===== config.mk =====
export PLATFORM = sky130hd
export DESIGN_NAME = cifs_image_bank
export DESIGN_NICKNAME = d
export VERILOG_FILES = /design/src/verilog/cifs_pkg.sv /design/src/verilog/cifs_image_bank.sv /design/src/verilog/cifs_cfg_check.sv /design/src/verilog/cifs_chan_filter.sv
export SDC_FILE = /design/constraint.sdc
export NUM_CORES = 2
export LEC_CHECK = 0
export ABC_AREA = 0
export BUFFER_PORTS_ARGS = -buffer_cell sky130_fd_sc_hd__buf_4
export CAP_MARGIN = 0
export CORE_AREA = 2 2 413 415
export CTS_BUF_LIST = sky130_fd_sc_hd__clkbuf_8
export CTS_CLUSTER_SIZE = 25
export DETAILED_ROUTE_END_ITERATION = 8
export DIE_AREA = 0 0 415 417
export PLACE_DENSITY_LB_ADDON = 0.05
export SLEW_MARGIN = 5
export SYNTH_ARGS = -nofsm -noshare
export SYNTH_HDL_FRONTEND = slang
export SYNTH_SLANG_ARGS = --single-unit

===== constraint.sdc =====
create_clock -name clock -period 6.5 [get_ports clock]
set_input_delay 0.325 -clock clock [delete_from_list [all_inputs] [get_ports clock]]
set_output_delay 0.325 -clock clock [all_outputs]
set_load 0.01 [all_outputs]

===== src/verilog/cifs_pkg.sv =====
/*
 * Shared constants for the eight-channel image and filter select block:
 * word map, configuration and status fields, filter rate table, timing.
 * Assumes a single 100 MHz clock; no timescale here.
 */
package cifs_pkg;

    localparam int CHANNELS = 8;
    localparam int DATA_W   = 16;
    localparam int ADDR_W   = 5;
    localparam int ACC_W    = DATA_W + 8;

    typedef logic [ADDR_W-1:0] cifs_addr_t;
    typedef logic [DATA_W-1:0] cifs_word_t;
    typedef enum logic [1:0] {RATE_10HZ, RATE_50HZ, RATE_60HZ, RATE_250HZ} cifs_rate_t;

    // word map, one index per word
    localparam cifs_addr_t CFG_BASE      = 5'h00;
    localparam cifs_addr_t INWORD_BASE   = 5'h08;
    localparam cifs_addr_t TYPE_ID_ADDR  = 5'h10;
    localparam cifs_addr_t WORD_CNT_ADDR = 5'h11;

    // configuration word fields
    localparam int CFG_EN_BIT    = 0;
    localparam int CFG_STSEL_BIT = 1;
    localparam int CFG_RATE_LSB  = 2;
    localparam int CFG_RSVD_LSB  = 4;
    localparam int CFG_ECHO_W    = 4;

    // status word fields above the echoed configuration
    localparam int STS_SETTLED_BIT = 4;
    localparam int STS_VALID_BIT   = 5;

    localparam cifs_word_t RESET_WORD  = 16'h0000;
    localparam logic [7:0] IMAGE_WORDS = 8'h08;

    // filter rate table
    localparam int CLOCK_KHZ      = 100000;
    localparam int STEP_PERIODS   = 3;
    localparam int STEP_MS_10     = 300;
    localparam int STEP_MS_50     = 60;
    localparam int STEP_MS_60     = 50;
    localparam int STEP_MS_250    = 12;
    localparam int CUTOFF_CHZ_10  = 262;
    localparam int CUTOFF_CHZ_50  = 1310;
    localparam int CUTOFF_CHZ_60  = 1572;
    localparam int CUTOFF_CHZ_250 = 6550;
    localparam int RES_TENTHS_10  = 205;
    localparam int RES_TENTHS_50  = 190;
    localparam int RES_TENTHS_60  = 190;
    localparam int RES_TENTHS_250 = 55;

    // smoothing shift per rate: wider band, smaller shift
    localparam logic [2:0] SHIFT_10  = 3'h4;
    localparam logic [2:0] SHIFT_50  = 3'h2;
    localparam logic [2:0] SHIFT_60  = 3'h2;
    localparam logic [2:0] SHIFT_250 = 3'h1;

    // kept data bits; rates above the word width keep all of it
    localparam cifs_word_t RES_MASK_FULL = 16'hFFFF;
    localparam cifs_word_t RES_MASK_250  =
        16'(RES_MASK_FULL << (DATA_W - (RES_TENTHS_250 + 9) / 10));

endpackage


===== src/verilog/cifs_image_bank.sv =====
/*
 * Eight-channel image bank: eight configuration words in, eight shared
 * data/status words out, a type word and a word-count word.
 * Assumes a same-clock host port with one-cycle strobes and converter
 * samples already on this clock.
 */
// Implementation choices: the plain strobed port and the register offsets.
`timescale 1ns/100ps
`default_nettype none

// Functional notes
// (RULE1) each configuration word steers its channel only
// (RULE2) eight input words, each data or status
// (RULE3) configuration bit picks status or data
// (RULE4) status echoes latest accepted configuration
// (RULE5) status valid only enabled with valid configuration
// (RULE6) per-channel rate: 10, 50, 60, 250 Hz
// (RULE7) cut-off follows rate selection
// (RULE8) settling lasts three rate periods
// (RULE9) step response: 95 percent, fast inputs attenuated
// (RULE10) kept resolution depends on rate
// (RULE11) lower rate: more rejection, slower update
// (RULE12) type code tells host the word counts
// (RULE13) host addresses words by slot and index
// (RULE14) after reset channels disabled, words read zero

module cifs_image_bank
#(
    parameter int unsigned      STEP_CYC_10    = cifs_pkg::STEP_MS_10 * cifs_pkg::CLOCK_KHZ,
    parameter int unsigned      STEP_CYC_50    = cifs_pkg::STEP_MS_50 * cifs_pkg::CLOCK_KHZ,
    parameter int unsigned      STEP_CYC_60    = cifs_pkg::STEP_MS_60 * cifs_pkg::CLOCK_KHZ,
    parameter int unsigned      STEP_CYC_250   = cifs_pkg::STEP_MS_250 * cifs_pkg::CLOCK_KHZ,
    // arbitrary value, not any real part's code
    parameter logic [15:0]      MODULE_TYPE_ID = 16'h0A5C
)
(
    input  wire logic                 clock,
    input  wire logic                 reset,
    input  wire cifs_pkg::cifs_addr_t address,
    input  wire cifs_pkg::cifs_word_t writeData,
    input  wire logic                 writeStrobe,
    input  wire logic                 readStrobe,
    input  wire cifs_pkg::cifs_word_t sampleData [cifs_pkg::CHANNELS],
    input  wire logic [7:0]           sampleValid,
    output cifs_pkg::cifs_word_t      readData,
    output logic [7:0]                chanOn,
    output cifs_pkg::cifs_rate_t      chanRate [cifs_pkg::CHANNELS]
);
    import cifs_pkg::*;

    cifs_word_t cfgRaw     [CHANNELS];
    cifs_word_t cfgActive  [CHANNELS];
    cifs_word_t next_cfgRaw    [CHANNELS];
    cifs_word_t next_cfgActive [CHANNELS];
    logic [7:0] cfgOk;
    logic [7:0] next_cfgOk;
    logic [7:0] next_chanOn;
    cifs_rate_t next_chanRate [CHANNELS];
    cifs_word_t next_readData;

    logic [7:0] wrValid;
    logic [7:0] cfgLoad;
    logic [7:0] actEnable;
    logic [7:0] actStatusSel;
    cifs_rate_t actRate   [CHANNELS];
    cifs_word_t filtered  [CHANNELS];
    cifs_word_t inWord    [CHANNELS];
    cifs_word_t statusWord[CHANNELS];
    logic [7:0] settled;
    logic       wrIsCfg;
    logic       rdIsIn;
    logic [2:0] chanIdx;

    // channel index taken from the low bits; only the range decode differs
    assign chanIdx = address[2:0];
    assign wrIsCfg = writeStrobe && (address >= CFG_BASE) && (address < INWORD_BASE);
    assign rdIsIn  = (address >= INWORD_BASE) && (address < TYPE_ID_ADDR);

    genvar g;
    generate
        for (g = 0; g < CHANNELS; g++)
        begin : gChan
            logic wrCheckValid;

            cifs_cfg_check uWrCheck
            (
                .cfgWord      (writeData),
                .cfgValid     (wrCheckValid),
                .cfgEnable    (),
                .cfgStatusSel (),
                .cfgRate      ()
            );

            cifs_cfg_check uActCheck
            (
                .cfgWord      (cfgActive[g]),
                .cfgValid     (),
                .cfgEnable    (actEnable[g]),
                .cfgStatusSel (actStatusSel[g]),
                .cfgRate      (actRate[g])
            );

            // only the addressed word is touched; the others keep theirs
            assign wrValid[g] = wrCheckValid;
            assign cfgLoad[g] = wrIsCfg && (chanIdx == 3'(g)) && wrCheckValid; // RULE1

            cifs_chan_filter
            #(
                .STEP_CYC_10  (STEP_CYC_10),
                .STEP_CYC_50  (STEP_CYC_50),
                .STEP_CYC_60  (STEP_CYC_60),
                .STEP_CYC_250 (STEP_CYC_250)
            )
            uFilter
            (
                .clock       (clock),
                .reset       (reset),
                .restart     (cfgLoad[g]),
                .enable      (chanOn[g]),
                .rate        (chanRate[g]), // RULE6 RULE11
                .sampleValid (sampleValid[g]),
                .sample      (sampleData[g]),
                .filtered    (filtered[g]),
                .settled     (settled[g])
            );

            always_comb
            begin
                statusWord[g] = RESET_WORD;
                statusWord[g][CFG_ECHO_W-1:0] = cfgActive[g][CFG_ECHO_W-1:0]; // RULE4
                statusWord[g][STS_SETTLED_BIT] = settled[g];
                statusWord[g][STS_VALID_BIT] = cfgOk[g];
                if (!cfgOk[g] || !actEnable[g])
                    inWord[g] = RESET_WORD; // RULE5 RULE14
                else if (actStatusSel[g])
                    inWord[g] = statusWord[g]; // RULE2 RULE3
                else
                    inWord[g] = filtered[g]; // RULE2 RULE3
            end
        end
    endgenerate

    always_comb
    begin
        next_cfgOk = cfgOk;
        for (int i = 0; i < CHANNELS; i++)
        begin
            next_cfgRaw[i]    = cfgRaw[i];
            next_cfgActive[i] = cfgActive[i];
            if (wrIsCfg && (chanIdx == 3'(i)))
            begin
                next_cfgRaw[i] = writeData;
                // a rejected word leaves the channel without valid status
                next_cfgOk[i] = wrValid[i]; // RULE5
                if (wrValid[i])
                    next_cfgActive[i] = writeData; // RULE1 RULE4
            end
            next_chanOn[i]   = next_cfgOk[i] && next_cfgActive[i][CFG_EN_BIT];
            next_chanRate[i] = cifs_rate_t'(next_cfgActive[i][CFG_RATE_LSB+1:CFG_RATE_LSB]);
        end
    end

    always_comb
    begin
        next_readData = RESET_WORD;
        if (readStrobe)
        begin
            if (address < INWORD_BASE)
                next_readData = cfgRaw[chanIdx];
            else if (rdIsIn)
                next_readData = inWord[chanIdx]; // RULE2
            else if (address == TYPE_ID_ADDR)
                next_readData = MODULE_TYPE_ID; // RULE12
            else if (address == WORD_CNT_ADDR)
                next_readData = {IMAGE_WORDS, IMAGE_WORDS}; // RULE12
            else
                next_readData = RESET_WORD;
        end
    end

    always_ff @(posedge clock)
    begin
        if (reset)
        begin
            for (int i = 0; i < CHANNELS; i++)
            begin
                cfgRaw[i]    <= RESET_WORD;
                cfgActive[i] <= RESET_WORD;
                chanRate[i]  <= RATE_10HZ;
            end
            cfgOk    <= 8'h00; // RULE14
            chanOn   <= 8'h00; // RULE14
            readData <= RESET_WORD;
        end
        else
        begin
            for (int i = 0; i < CHANNELS; i++)
            begin
                cfgRaw[i]    <= next_cfgRaw[i];
                cfgActive[i] <= next_cfgActive[i];
                chanRate[i]  <= next_chanRate[i]; // RULE6
            end
            cfgOk    <= next_cfgOk;
            chanOn   <= next_chanOn;
            readData <= next_readData;
        end
    end

    property p_readOneCycle;
        @(posedge clock) disable iff (reset)
        !readStrobe |=> (readData == RESET_WORD);
    endproperty
    a_readOneCycle: assert property (p_readOneCycle) // RULE2
        else $error("read data present without a read");

    property p_cfgEnables;
        @(posedge clock) disable iff (reset)
        (writeStrobe && (address == CFG_BASE) && (writeData[DATA_W-1:CFG_RSVD_LSB] == '0))
            |=> (chanOn[0] == $past(writeData[CFG_EN_BIT]));
    endproperty
    a_cfgEnables: assert property (p_cfgEnables) // RULE1
        else $error("channel 0 enable does not follow its configuration");

    property p_otherUntouched;
        @(posedge clock) disable iff (reset)
        (writeStrobe && (address == 5'h01)) |=> $stable(cfgActive[0]) && $stable(cfgOk[0]);
    endproperty
    a_otherUntouched: assert property (p_otherUntouched) // RULE1
        else $error("write to channel 1 altered channel 0");

    property p_typeId;
        @(posedge clock) disable iff (reset)
        (readStrobe && (address == TYPE_ID_ADDR)) |=> (readData == MODULE_TYPE_ID);
    endproperty
    a_typeId: assert property (p_typeId) // RULE12
        else $error("type code read back wrong");

    property p_resetIdle;
        @(posedge clock)
        reset |=> (chanOn == 8'h00) && (cfgOk == 8'h00) && (readData == RESET_WORD);
    endproperty
    a_resetIdle: assert property (p_resetIdle) // RULE14
        else $error("channels not idle after reset");

    property p_disabledZero;
        @(posedge clock) disable iff (reset)
        (readStrobe && (address == INWORD_BASE) && !(cfgOk[0] && actEnable[0]))
            |=> (readData == RESET_WORD);
    endproperty
    a_disabledZero: assert property (p_disabledZero) // RULE5
        else $error("disabled channel returned a nonzero word");

    property p_statusEcho;
        @(posedge clock) disable iff (reset)
        (readStrobe && (address == INWORD_BASE) && cfgOk[0] && actEnable[0] && actStatusSel[0])
            |=> (readData[CFG_ECHO_W-1:0] == $past(cfgActive[0][CFG_ECHO_W-1:0]))
                && readData[STS_VALID_BIT];
    endproperty
    a_statusEcho: assert property (p_statusEcho) // RULE4
        else $error("status word does not echo configuration");

    property p_dataSelect;
        @(posedge clock) disable iff (reset)
        (readStrobe && (address == INWORD_BASE) && cfgOk[0] && actEnable[0] && !actStatusSel[0])
            |=> (readData == $past(filtered[0]));
    endproperty
    a_dataSelect: assert property (p_dataSelect) // RULE3
        else $error("data word not returned when data selected");

    property p_rateFollows;
        @(posedge clock) disable iff (reset)
        (writeStrobe && (address == 5'h02) && (writeData[DATA_W-1:CFG_RSVD_LSB] == '0))
            |=> (chanRate[2] == cifs_rate_t'($past(writeData[CFG_RATE_LSB+1:CFG_RATE_LSB])));
    endproperty
    a_rateFollows: assert property (p_rateFollows) // RULE6
        else $error("channel 2 rate does not follow its configuration");

    property p_invalidDrops;
        @(posedge clock) disable iff (reset)
        (writeStrobe && (address == 5'h03) && (writeData[DATA_W-1:CFG_RSVD_LSB] != '0))
            |=> !chanOn[3] && !cfgOk[3] && (cfgRaw[3] == $past(writeData));
    endproperty
    a_invalidDrops: assert property (p_invalidDrops) // RULE5
        else $error("rejected word left channel 3 valid");

    property p_wordCount;
        @(posedge clock) disable iff (reset)
        (readStrobe && (address == WORD_CNT_ADDR)) |=> (readData == {IMAGE_WORDS, IMAGE_WORDS});
    endproperty
    a_wordCount: assert property (p_wordCount) // RULE12
        else $error("word count read back wrong");

    property p_inWordReadOnly;
        @(posedge clock) disable iff (reset)
        (writeStrobe && (address == INWORD_BASE)) |=> $stable(cfgRaw[0]) && $stable(chanOn);
    endproperty
    a_inWordReadOnly: assert property (p_inWordReadOnly) // RULE1
        else $error("write to an input word changed a configuration");

endmodule

`default_nettype wire


===== src/verilog/cifs_cfg_check.sv =====
/*
 * Decodes one configuration word into enable, select, rate and validity.
 * Purely combinational; the caller registers whatever it keeps.
 */
`timescale 1ns/100ps
`default_nettype none

module cifs_cfg_check
(
    input  wire cifs_pkg::cifs_word_t cfgWord,
    output logic                      cfgValid,
    output logic                      cfgEnable,
    output logic                      cfgStatusSel,
    output cifs_pkg::cifs_rate_t      cfgRate
);
    import cifs_pkg::*;

    always_comb
    begin
        // reserved bits set mean a word the block does not understand
        cfgValid     = (cfgWord[DATA_W-1:CFG_RSVD_LSB] == '0);
        cfgEnable    = cfgWord[CFG_EN_BIT];
        cfgStatusSel = cfgWord[CFG_STSEL_BIT];
        cfgRate      = cifs_rate_t'(cfgWord[CFG_RATE_LSB+1:CFG_RATE_LSB]);
    end

endmodule

`default_nettype wire


===== src/verilog/cifs_chan_filter.sv =====
/*
 * One channel's digital filter: first-order smoothing of converter
 * samples plus a settling timer of three filter periods.
 * Samples arrive on the block clock; enable and rate come registered.
 */
`timescale 1ns/100ps
`default_nettype none

module cifs_chan_filter
#(
    parameter int unsigned STEP_CYC_10  = 1,
    parameter int unsigned STEP_CYC_50  = 1,
    parameter int unsigned STEP_CYC_60  = 1,
    parameter int unsigned STEP_CYC_250 = 1
)
(
    input  wire logic                 clock,
    input  wire logic                 reset,
    input  wire logic                 restart,
    input  wire logic                 enable,
    input  wire cifs_pkg::cifs_rate_t rate,
    input  wire logic                 sampleValid,
    input  wire cifs_pkg::cifs_word_t sample,
    output cifs_pkg::cifs_word_t      filtered,
    output logic                      settled
);
    import cifs_pkg::*;

    logic [ACC_W-1:0] acc;
    logic [ACC_W-1:0] next_acc;
    logic [31:0]      settleCount;
    logic [31:0]      next_settleCount;
    logic [31:0]      stepCyc;
    logic [2:0]       shift;
    cifs_word_t       resMask;
    logic signed [ACC_W:0] diff;

    always_comb
    begin
        case (rate)
            RATE_10HZ:  begin stepCyc = STEP_CYC_10;  shift = SHIFT_10;  end
            RATE_50HZ:  begin stepCyc = STEP_CYC_50;  shift = SHIFT_50;  end
            RATE_60HZ:  begin stepCyc = STEP_CYC_60;  shift = SHIFT_60;  end
            default:    begin stepCyc = STEP_CYC_250; shift = SHIFT_250; end
        endcase
        resMask = (rate == RATE_250HZ) ? RES_MASK_250 : RES_MASK_FULL; // RULE10
        diff = $signed({1'b0, sample, 8'h00}) - $signed({1'b0, acc});
        next_acc = acc;
        next_settleCount = settleCount;
        if (!enable || restart)
        begin
            next_acc = '0;
            next_settleCount = '0; // RULE8
        end
        else
        begin
            if (sampleValid)
                next_acc = acc + ACC_W'(diff >>> shift); // RULE7 RULE9
            if (settleCount < stepCyc)
                next_settleCount = settleCount + 32'h00000001; // RULE8
        end
    end

    always_ff @(posedge clock)
    begin
        if (reset)
        begin
            acc         <= '0;
            settleCount <= '0;
            filtered    <= RESET_WORD;
            settled     <= 1'b0;
        end
        else
        begin
            acc         <= next_acc;
            settleCount <= next_settleCount;
            filtered    <= next_acc[ACC_W-1:8] & resMask;
            settled     <= enable && !restart && (next_settleCount >= stepCyc);
        end
    end

    property p_settleWait;
        @(posedge clock) disable iff (reset)
        settled |-> (settleCount >= stepCyc);
    endproperty
    a_settleWait: assert property (p_settleWait) // RULE8
        else $error("settled flag raised before the step time");

    property p_trackSample;
        @(posedge clock) disable iff (reset)
        // a difference of one is lost in the halving, so it cannot move the sum
        (enable && !restart && sampleValid && (diff > 1) && (shift == 3'h1))
            |=> (acc > $past(acc));
    endproperty
    a_trackSample: assert property (p_trackSample) // RULE9
        else $error("filter did not move toward a higher sample");

endmodule

`default_nettype wire


# [Word-level counts from Yosys, hierarchy flattened]
# Memory sizes are Yosys's and may differ from the RTL's.
# Index checks and enable logic that the tools add are counted.
[classes] n_reduce_logical=126 n_bitwise=26 addsub=24 eq_ne=41 n_shift=8 mux=130 order_cmp=21
[op_table] op="16-bit 2-to-1 mux" count=60
[op_table] op="25-bit one-hot mux with 3 select lines" count=8
[op_table] op="32-bit 2-to-1 mux" count=16
[op_table] op="24-bit 2-to-1 mux" count=16
[op_table] op="32-bit by 1-bit adder with 32-bit output, second input constant" count=8
[op_table] op="32-bit by 25-bit greater-or-equal comparator with 1-bit output" count=8
[op_table] op="32-bit by 25-bit < comparator with 1-bit output" count=8
[op_table] op="25-bit by 3-bit >>> shifter with 24-bit output" count=8
[op_table] op="24-bit by 24-bit subtractor with 25-bit output" count=8
[op_table] op="24-bit adder" count=8
[op_table] op="16-bit AND" count=8
[op_table] op="10-bit 2-to-1 mux" count=8
[op_table] op="16-bit binary-select mux with 3-bit select" count=1
[op_table] op="3-bit one-hot mux with 2 select lines" count=8
[op_table] op="1-bit logical AND" count=43
[op_table] op="2-bit OR reduction" count=17
[op_table] op="2-bit equality test, second input constant" count=16
[op_table] op="1-bit zero test" count=32
[op_table] op="12-bit 2-to-1 mux" count=2
[op_table] op="2-bit by 1-bit equality test with 1-bit output, second input constant" count=8
[op_table] op="2-bit zero test" count=8
[op_table] op="1-bit logical OR" count=16
[op_table] op="1-bit OR" count=16
[op_table] op="2-bit AND reduction" count=8
[op_table] op="15 further kinds" count=37
[totals] reg_bits=632 ramBits=256 out_inout_bits=40 n_memories=2
[memory_table] name="cfgActive" depth=8 word_bits=16 rd=8 rd_clocked_by_memory_dff=0 write_ports=8 line="cifs_image_bank.sv:52" rtl="cifs_word_t cfgActive [CHANNELS];"
[memory_table] name="cfgRaw" depth=8 word_bits=16 rd=1 rd_clocked_by_memory_dff=0 write_ports=8 line="cifs_image_bank.sv:51" rtl="cifs_word_t cfgRaw [CHANNELS];"

# [Logic depth before layout (Yosys ltp)]
[depth] depth_word=9 ltp_mapped=28 depth_no_buf=26

# [Hierarchy]
# Synthesis repeated with hierarchy kept, for this count alone.
[hier_totals] cells_unflattened=7996 hier_area_um2=65570.4
[modules_own_cells] module="cifs_chan_filter at gChan[1].uFilter ..." n_inst=4 area_each_um2=6352.3 seq_area_each_um2=1341.3 cells_each=804
[modules_own_cells] module="cifs_image_bank" n_inst=1 area_each_um2=12921.1 seq_area_each_um2=7046.8 cells_each=1295
[modules_own_cells] module="cifs_chan_filter at gChan[7].uFilter" n_inst=1 area_each_um2=6771.5 seq_area_each_um2=1341.3 cells_each=861
[modules_own_cells] module="cifs_chan_filter at gChan[0].uFilter" n_inst=1 area_each_um2=6626.4 seq_area_each_um2=1341.3 cells_each=832
[modules_own_cells] module="cifs_chan_filter at gChan[3].uFilter" n_inst=1 area_each_um2=6545.0 seq_area_each_um2=1341.3 cells_each=838
[modules_own_cells] module="cifs_chan_filter at gChan[2].uFilter" n_inst=1 area_each_um2=6416.2 seq_area_each_um2=1341.3 cells_each=826
[modules_own_cells] module="cifs_cfg_check" n_inst=16 area_each_um2=55.1 seq_area_each_um2=0.0 cells_each=8

# [Worst setup path before layout]
# Ideal clock, no wire load.
[synth_timing] kind="reg2reg" start="register chanRate[4] (netlist name)" end="register gChan[5].uFilter.settled" synth_period_minus_slack_ns=5.770 setup_ns=0.130 stages_incl_launch_ff=28 t_arrival_ns=5.640 setup_slack_ns=0.730 n_path_buf=5 path_cell_list="dfxtp_1 ha_1 clkbuf_1 clkbuf_1 buf_1 clkbuf_1 o21bai_1 ha_1 o21a_1 a21oi_1 a21oi_1 a2111oi_2 nor2_1 buf_2 nor4_2 nor2b_1 nand2_1 or2_1 a21oi_1 ha_1 a21o_1 a21o_1 a21oi_1 a211oi_1 nor2_1 o21ai_0 a221oi_1 o22ai_1"
[synth_via] elab_chain_cells=7 elab_cells_between_ends=9 classes_between="2 x order compare; 2 x eq/ne; 3 x mux; 2 x reduce/logical"
[synth_rtl] element="start: declaration" line="cifs_image_bank.sv:47" rtl="output cifs_pkg::cifs_rate_t chanRate [cifs_pkg::CHANNELS]"
[synth_rtl] element="start signal: indexed assignment" line="cifs_image_bank.sv:201" rtl="chanRate[i] <= next_chanRate[i];"
[synth_rtl] element="2-bit equality test (tied with other cells)" line="cifs_chan_filter.sv:40" rtl="case (rate)"
[synth_rtl] element="25-bit one-hot mux with 3 select lines (*)" line="cifs_chan_filter.sv:40"
[synth_rtl] element="32-bit by 25-bit < comparator with 1-bit output (*)" line="cifs_chan_filter.sv:59" rtl="if (settleCount < stepCyc)"
[synth_rtl] element="32-bit 2-to-1 mux (*)" line="cifs_chan_filter.sv:59"
[synth_rtl] element="32-bit 2-to-1 mux (*)" line="cifs_chan_filter.sv:50" rtl="if (!enable || restart)"
[synth_rtl] element="named net gChan[5].uFilter.next_settleCount[17]" line="cifs_chan_filter.sv:32" rtl="logic [31:0] next_settleCount;"
[synth_rtl] element="32-bit by 25-bit greater-or-equal comparator with 1-bit output (*)" line="cifs_chan_filter.sv:78" rtl="settled <= enable && !restart && (next_settleCount >= stepCyc);"
[synth_rtl] element="1-bit logical AND (*)" line="cifs_chan_filter.sv:78"
[synth_rtl] element="end signal: assignment" line="cifs_chan_filter.sv:78"
[synth_rtl] element="end: declaration" line="cifs_chan_filter.sv:25" rtl="output logic settled"
# The timed path passes the listed nets; every way through them passes the cells marked *.
# A chain may end at the register's enable or synchronous reset.

==> run summary <==
Worst Setup Slack, final - 623 ps
Total power - 11,400 uW
Core Region - 169,000 um^2
Asr flop ratio synth - 0%
CP most frequent cell - a21oi_1
Distinct cells, synth - 102
Synth Area per Inst - 8.11 um^2
Fill count - 17,500
Nets - 8,119
Critical path class - flop to flop
Placed cell area - 62,300 um^2
CTS tree - yes
CP peak stage delay - 700 ps
Ys Warns - 0
Tot GR Track Use - 21.4%
Final Cycle Share - 90.4%
DR WL/cell - 19.7 um
Maximum level of the CTS H-tree - 4
Final Wtd Congestion - 0.885
Starting density of the core - 34.8%
Cell Area, Synth - 58,600 um^2
Critical Path, Cell by Cell - ha_2 -> nor2b_1 -> nor2_1 -> a221oi_1 -> a21oi_1 -> mux4_2 -> fa_1 -> a21o_1 -> a21o_1 -> a2111oi_0 -> o31a_1 -> a21oi_1 -> a41oi_1 -> nand2b_1 -> a21oi_1 -> xnor2_1 -> mux2i_1 -> nor3_1 -> buf_4
RR Endpoint - gChan[0].uFilter.filtered[8]
# port buffers - 200
Total gr overflow - 0
Post-synth EDFFs - 128
Pin count of the biggest net entering global routing - 76
Worst Skew - 56.9 ps
Max clock buf depth - 3
Buf+Inv Stages, Crit Path - 1
Routed WL - 191 mm
Layout area overhead - 12.3%
Vias in the first global route - 50,200
Root Buffer - clkbuf_8
First-pass GRT wire length - 295 mm
Critical Path End Type - flop
DR DRC count - 0
Final hold viol count - 0
Antenna-violating nets left - 0
CTS hold repair buffers - 28
Crit path max-delay family - compound AO/OA/AOI/OAI gates
Dominant synthesized flop cell - dfxtp_1
Initial antenna violation count - 13
Rel. slew slack - 25.5%
CP arrival - 6670 ps
Chip width - 415 um
Post-route design area - 65,800 um^2
Skew-Pair Late Insertion Delay - 900 ps
WHS Path Cells - 3
Power Dens Cells - 173 nW/um^2
Drt first-iter violations - 2,873
Max-Cap Viols - 0
CTS Sinks - 728
Leakage - 0.0264 uW
Status - complete, no violations
FP Rows - 151
Placed cell count - 9,390
Peak VDD IR - 0.000192 V
FMAX - 0.170 GHz
Boundary pin count - 201
Drt pass-1 iters - 7
Min-Delay Path Class - primary input to flop
Slew Viols, Final - 0
Sequential-to-total area share from yosys stat - 27.1%
Layout cell share with drive strength beyond 1 - 9.80%
HP Start - readStrobe
Post-synthesis register bit count - 728
Via density - 5.34
Critical path required time - 7290 ps
Slowest cell on the critical path - a2111oi_0
Resize count post-CTS - 0
Reg2Reg Setup Slack - 620 ps
CP Max Fanout - 21
Gate Count Post-Synth - 7,218
Hold Path End - readData[13]
Synthesized Nets - 7,987
Final min period - 5880 ps
Postcts setup bufs - 0
Full die area - 173,000 um^2
DP HPWL - 147 mm
R2R depth - 19
CP Launch Type - flop
Die Ht - 417 um
Reg clk slew, reported paths - 70 ps
Total negative slack - 0 ps
Worst-Margin Slew - 1120 ps
Cell Count, Final, Fillers Out - 9,694
Total CTS buffers - 148
RSZ-0062 raised after global routing - no
Final setup vio count - 0
Routed via count - 51,800
Pre-CTS setup slack - 712 ps
R2r startpoint - cfgActive[0][3]
## per-layer routing
metal	part of all wire, %	GRT usage [%]
met1	48	29.3
met3	3.3	2.60
met5	0.015	0
met4	3.3	7.61
met2	45	34.8
## worst reg2reg max path: stages (launching register included)
cell and delay [ps]:
dfxtp_1 530, ha_2 540, nor2b_1 240, nor2_1 50
a221oi_1 280, a21oi_1 160, mux4_2 550, fa_1 460
a21o_1 190, a21o_1 220, a2111oi_0 700, o31a_1 280
a21oi_1 130, a41oi_1 400, nand2b_1 110, a21oi_1 190
xnor2_1 150, mux2i_1 170, nor3_1 260, buf_4 200
## worst max path at each step
stage	cells after the start	endpoint	from	slack, ps
floorplan	27	gChan[5].uFilter.settled	chanRate[4]	730
global placement	19	gChan[0].uFilter.filtered[8]	chanRate[14]	770
detailed placement	22	gChan[4].uFilter.acc[21]	gChan[4].uFilter.acc[1]	710
CTS	19	gChan[0].uFilter.filtered[8]	chanRate[14]	700
global route	25	gChan[2].uFilter.acc[23]	gChan[2].uFilter.acc[8]	100
finish	19	gChan[0].uFilter.filtered[8]	cfgActive[0][3]	620
## stage by stage
step           hold slack (ps)  util, %
5_1_grt                    167     39.0
6_report                   165     39.0
4_1_cts                    107     39.0
3_5_place_dp               438     37.0
2_1_floorplan              420        -
3_3_place_gp               434     37.0
## power breakdown
part | total, uW | internal [uW] | switching (uW)
Sequential | 4660 | 4650 | 18.7
Combinational | 1510 | 645 | 865
Clock | 5180 | 2910 | 2280
Total | 11400 | 8200 | 3160
## registers in the layout (all words and copies together) (netlist names)
register,count
gChan.uFilter.settled,8
cfgRaw,128
cfgActive,24
gChan.uFilter.acc,192
readData,16
gChan.uFilter.settleCount,256
chanOn,8
cfgOk,8
gChan.uFilter.filtered,80
chanRate,8
## final cells by class
type	count	area [um^2]	area share [%]
Clock inverter	95	768	1.17
Clock buffer	175	2410	3.66
Multi-Input combinational cell	5831	40200	61.2
Sequential cell	728	15900	24.1
Inverter	318	1190	1.82
Tap cell	2218	2780	4.22
Antenna cell	6	15.0	0.0228
Timing Repair Buffer	323	2510	3.82
## cells in the final DEF, fill, tap and decap left out, drive strengths merged, types with 24 or more instances in the layout
cell type / instances
nor3: 294
or3: 51
mux2: 88
and2: 89
xnor2: 287
o21bai: 40
ha: 600
a2111oi: 24
o211ai: 39
mux2i: 383
buf: 295
a31oi: 60
dlygate4sd3: 28
a21o: 137
nor2: 1045
edfxtp: 128
mux4: 47
dfxtp: 600
inv: 352
and3: 79
nand3: 175
nor2b: 71
clkbuf: 175
o21ai: 365
nand4: 73
o21a: 56
a211oi: 99
or4: 25
or2: 36
nor4: 33
nand2b: 96
clkinv: 41
nand2: 473
o31ai: 42
a21oi: 501
xor2: 192
## kinds of logic after synthesis
group | after synthesis | synth area share (%)
AO/OA/AOI/OAI | 1615 | 17.5
AND/OR/NAND/NOR | 2611 | 20.8
XOR/XNOR | 479 | 7.16
flip-flops | 728 | 27.1
buffers and inverters | 659 | 4.31
multiplexers | 518 | 10.0
adder cells (fa/ha/maj) | 608 | 13.1
## cell usage after synthesis, types with 128 or more instances
cell / instances / area, um^2
a21o_1: 137 / 1030
a21oi_1: 501 / 2510
clkbuf_1: 263 / 987
dfxtp_1: 600 / 12000
edfxtp_1: 128 / 3840
ha_1: 600 / 7510
inv_1: 307 / 1150
mux2i_1: 383 / 3830
nand2_1: 473 / 1780
nand3_1: 175 / 876
nor2_1: 1043 / 3920
nor3_1: 293 / 1470
o21ai_0: 344 / 1720
xnor2_1: 287 / 2510
xor2_1: 192 / 1680
No activity file was read; power rests on OpenSTA's default activity.
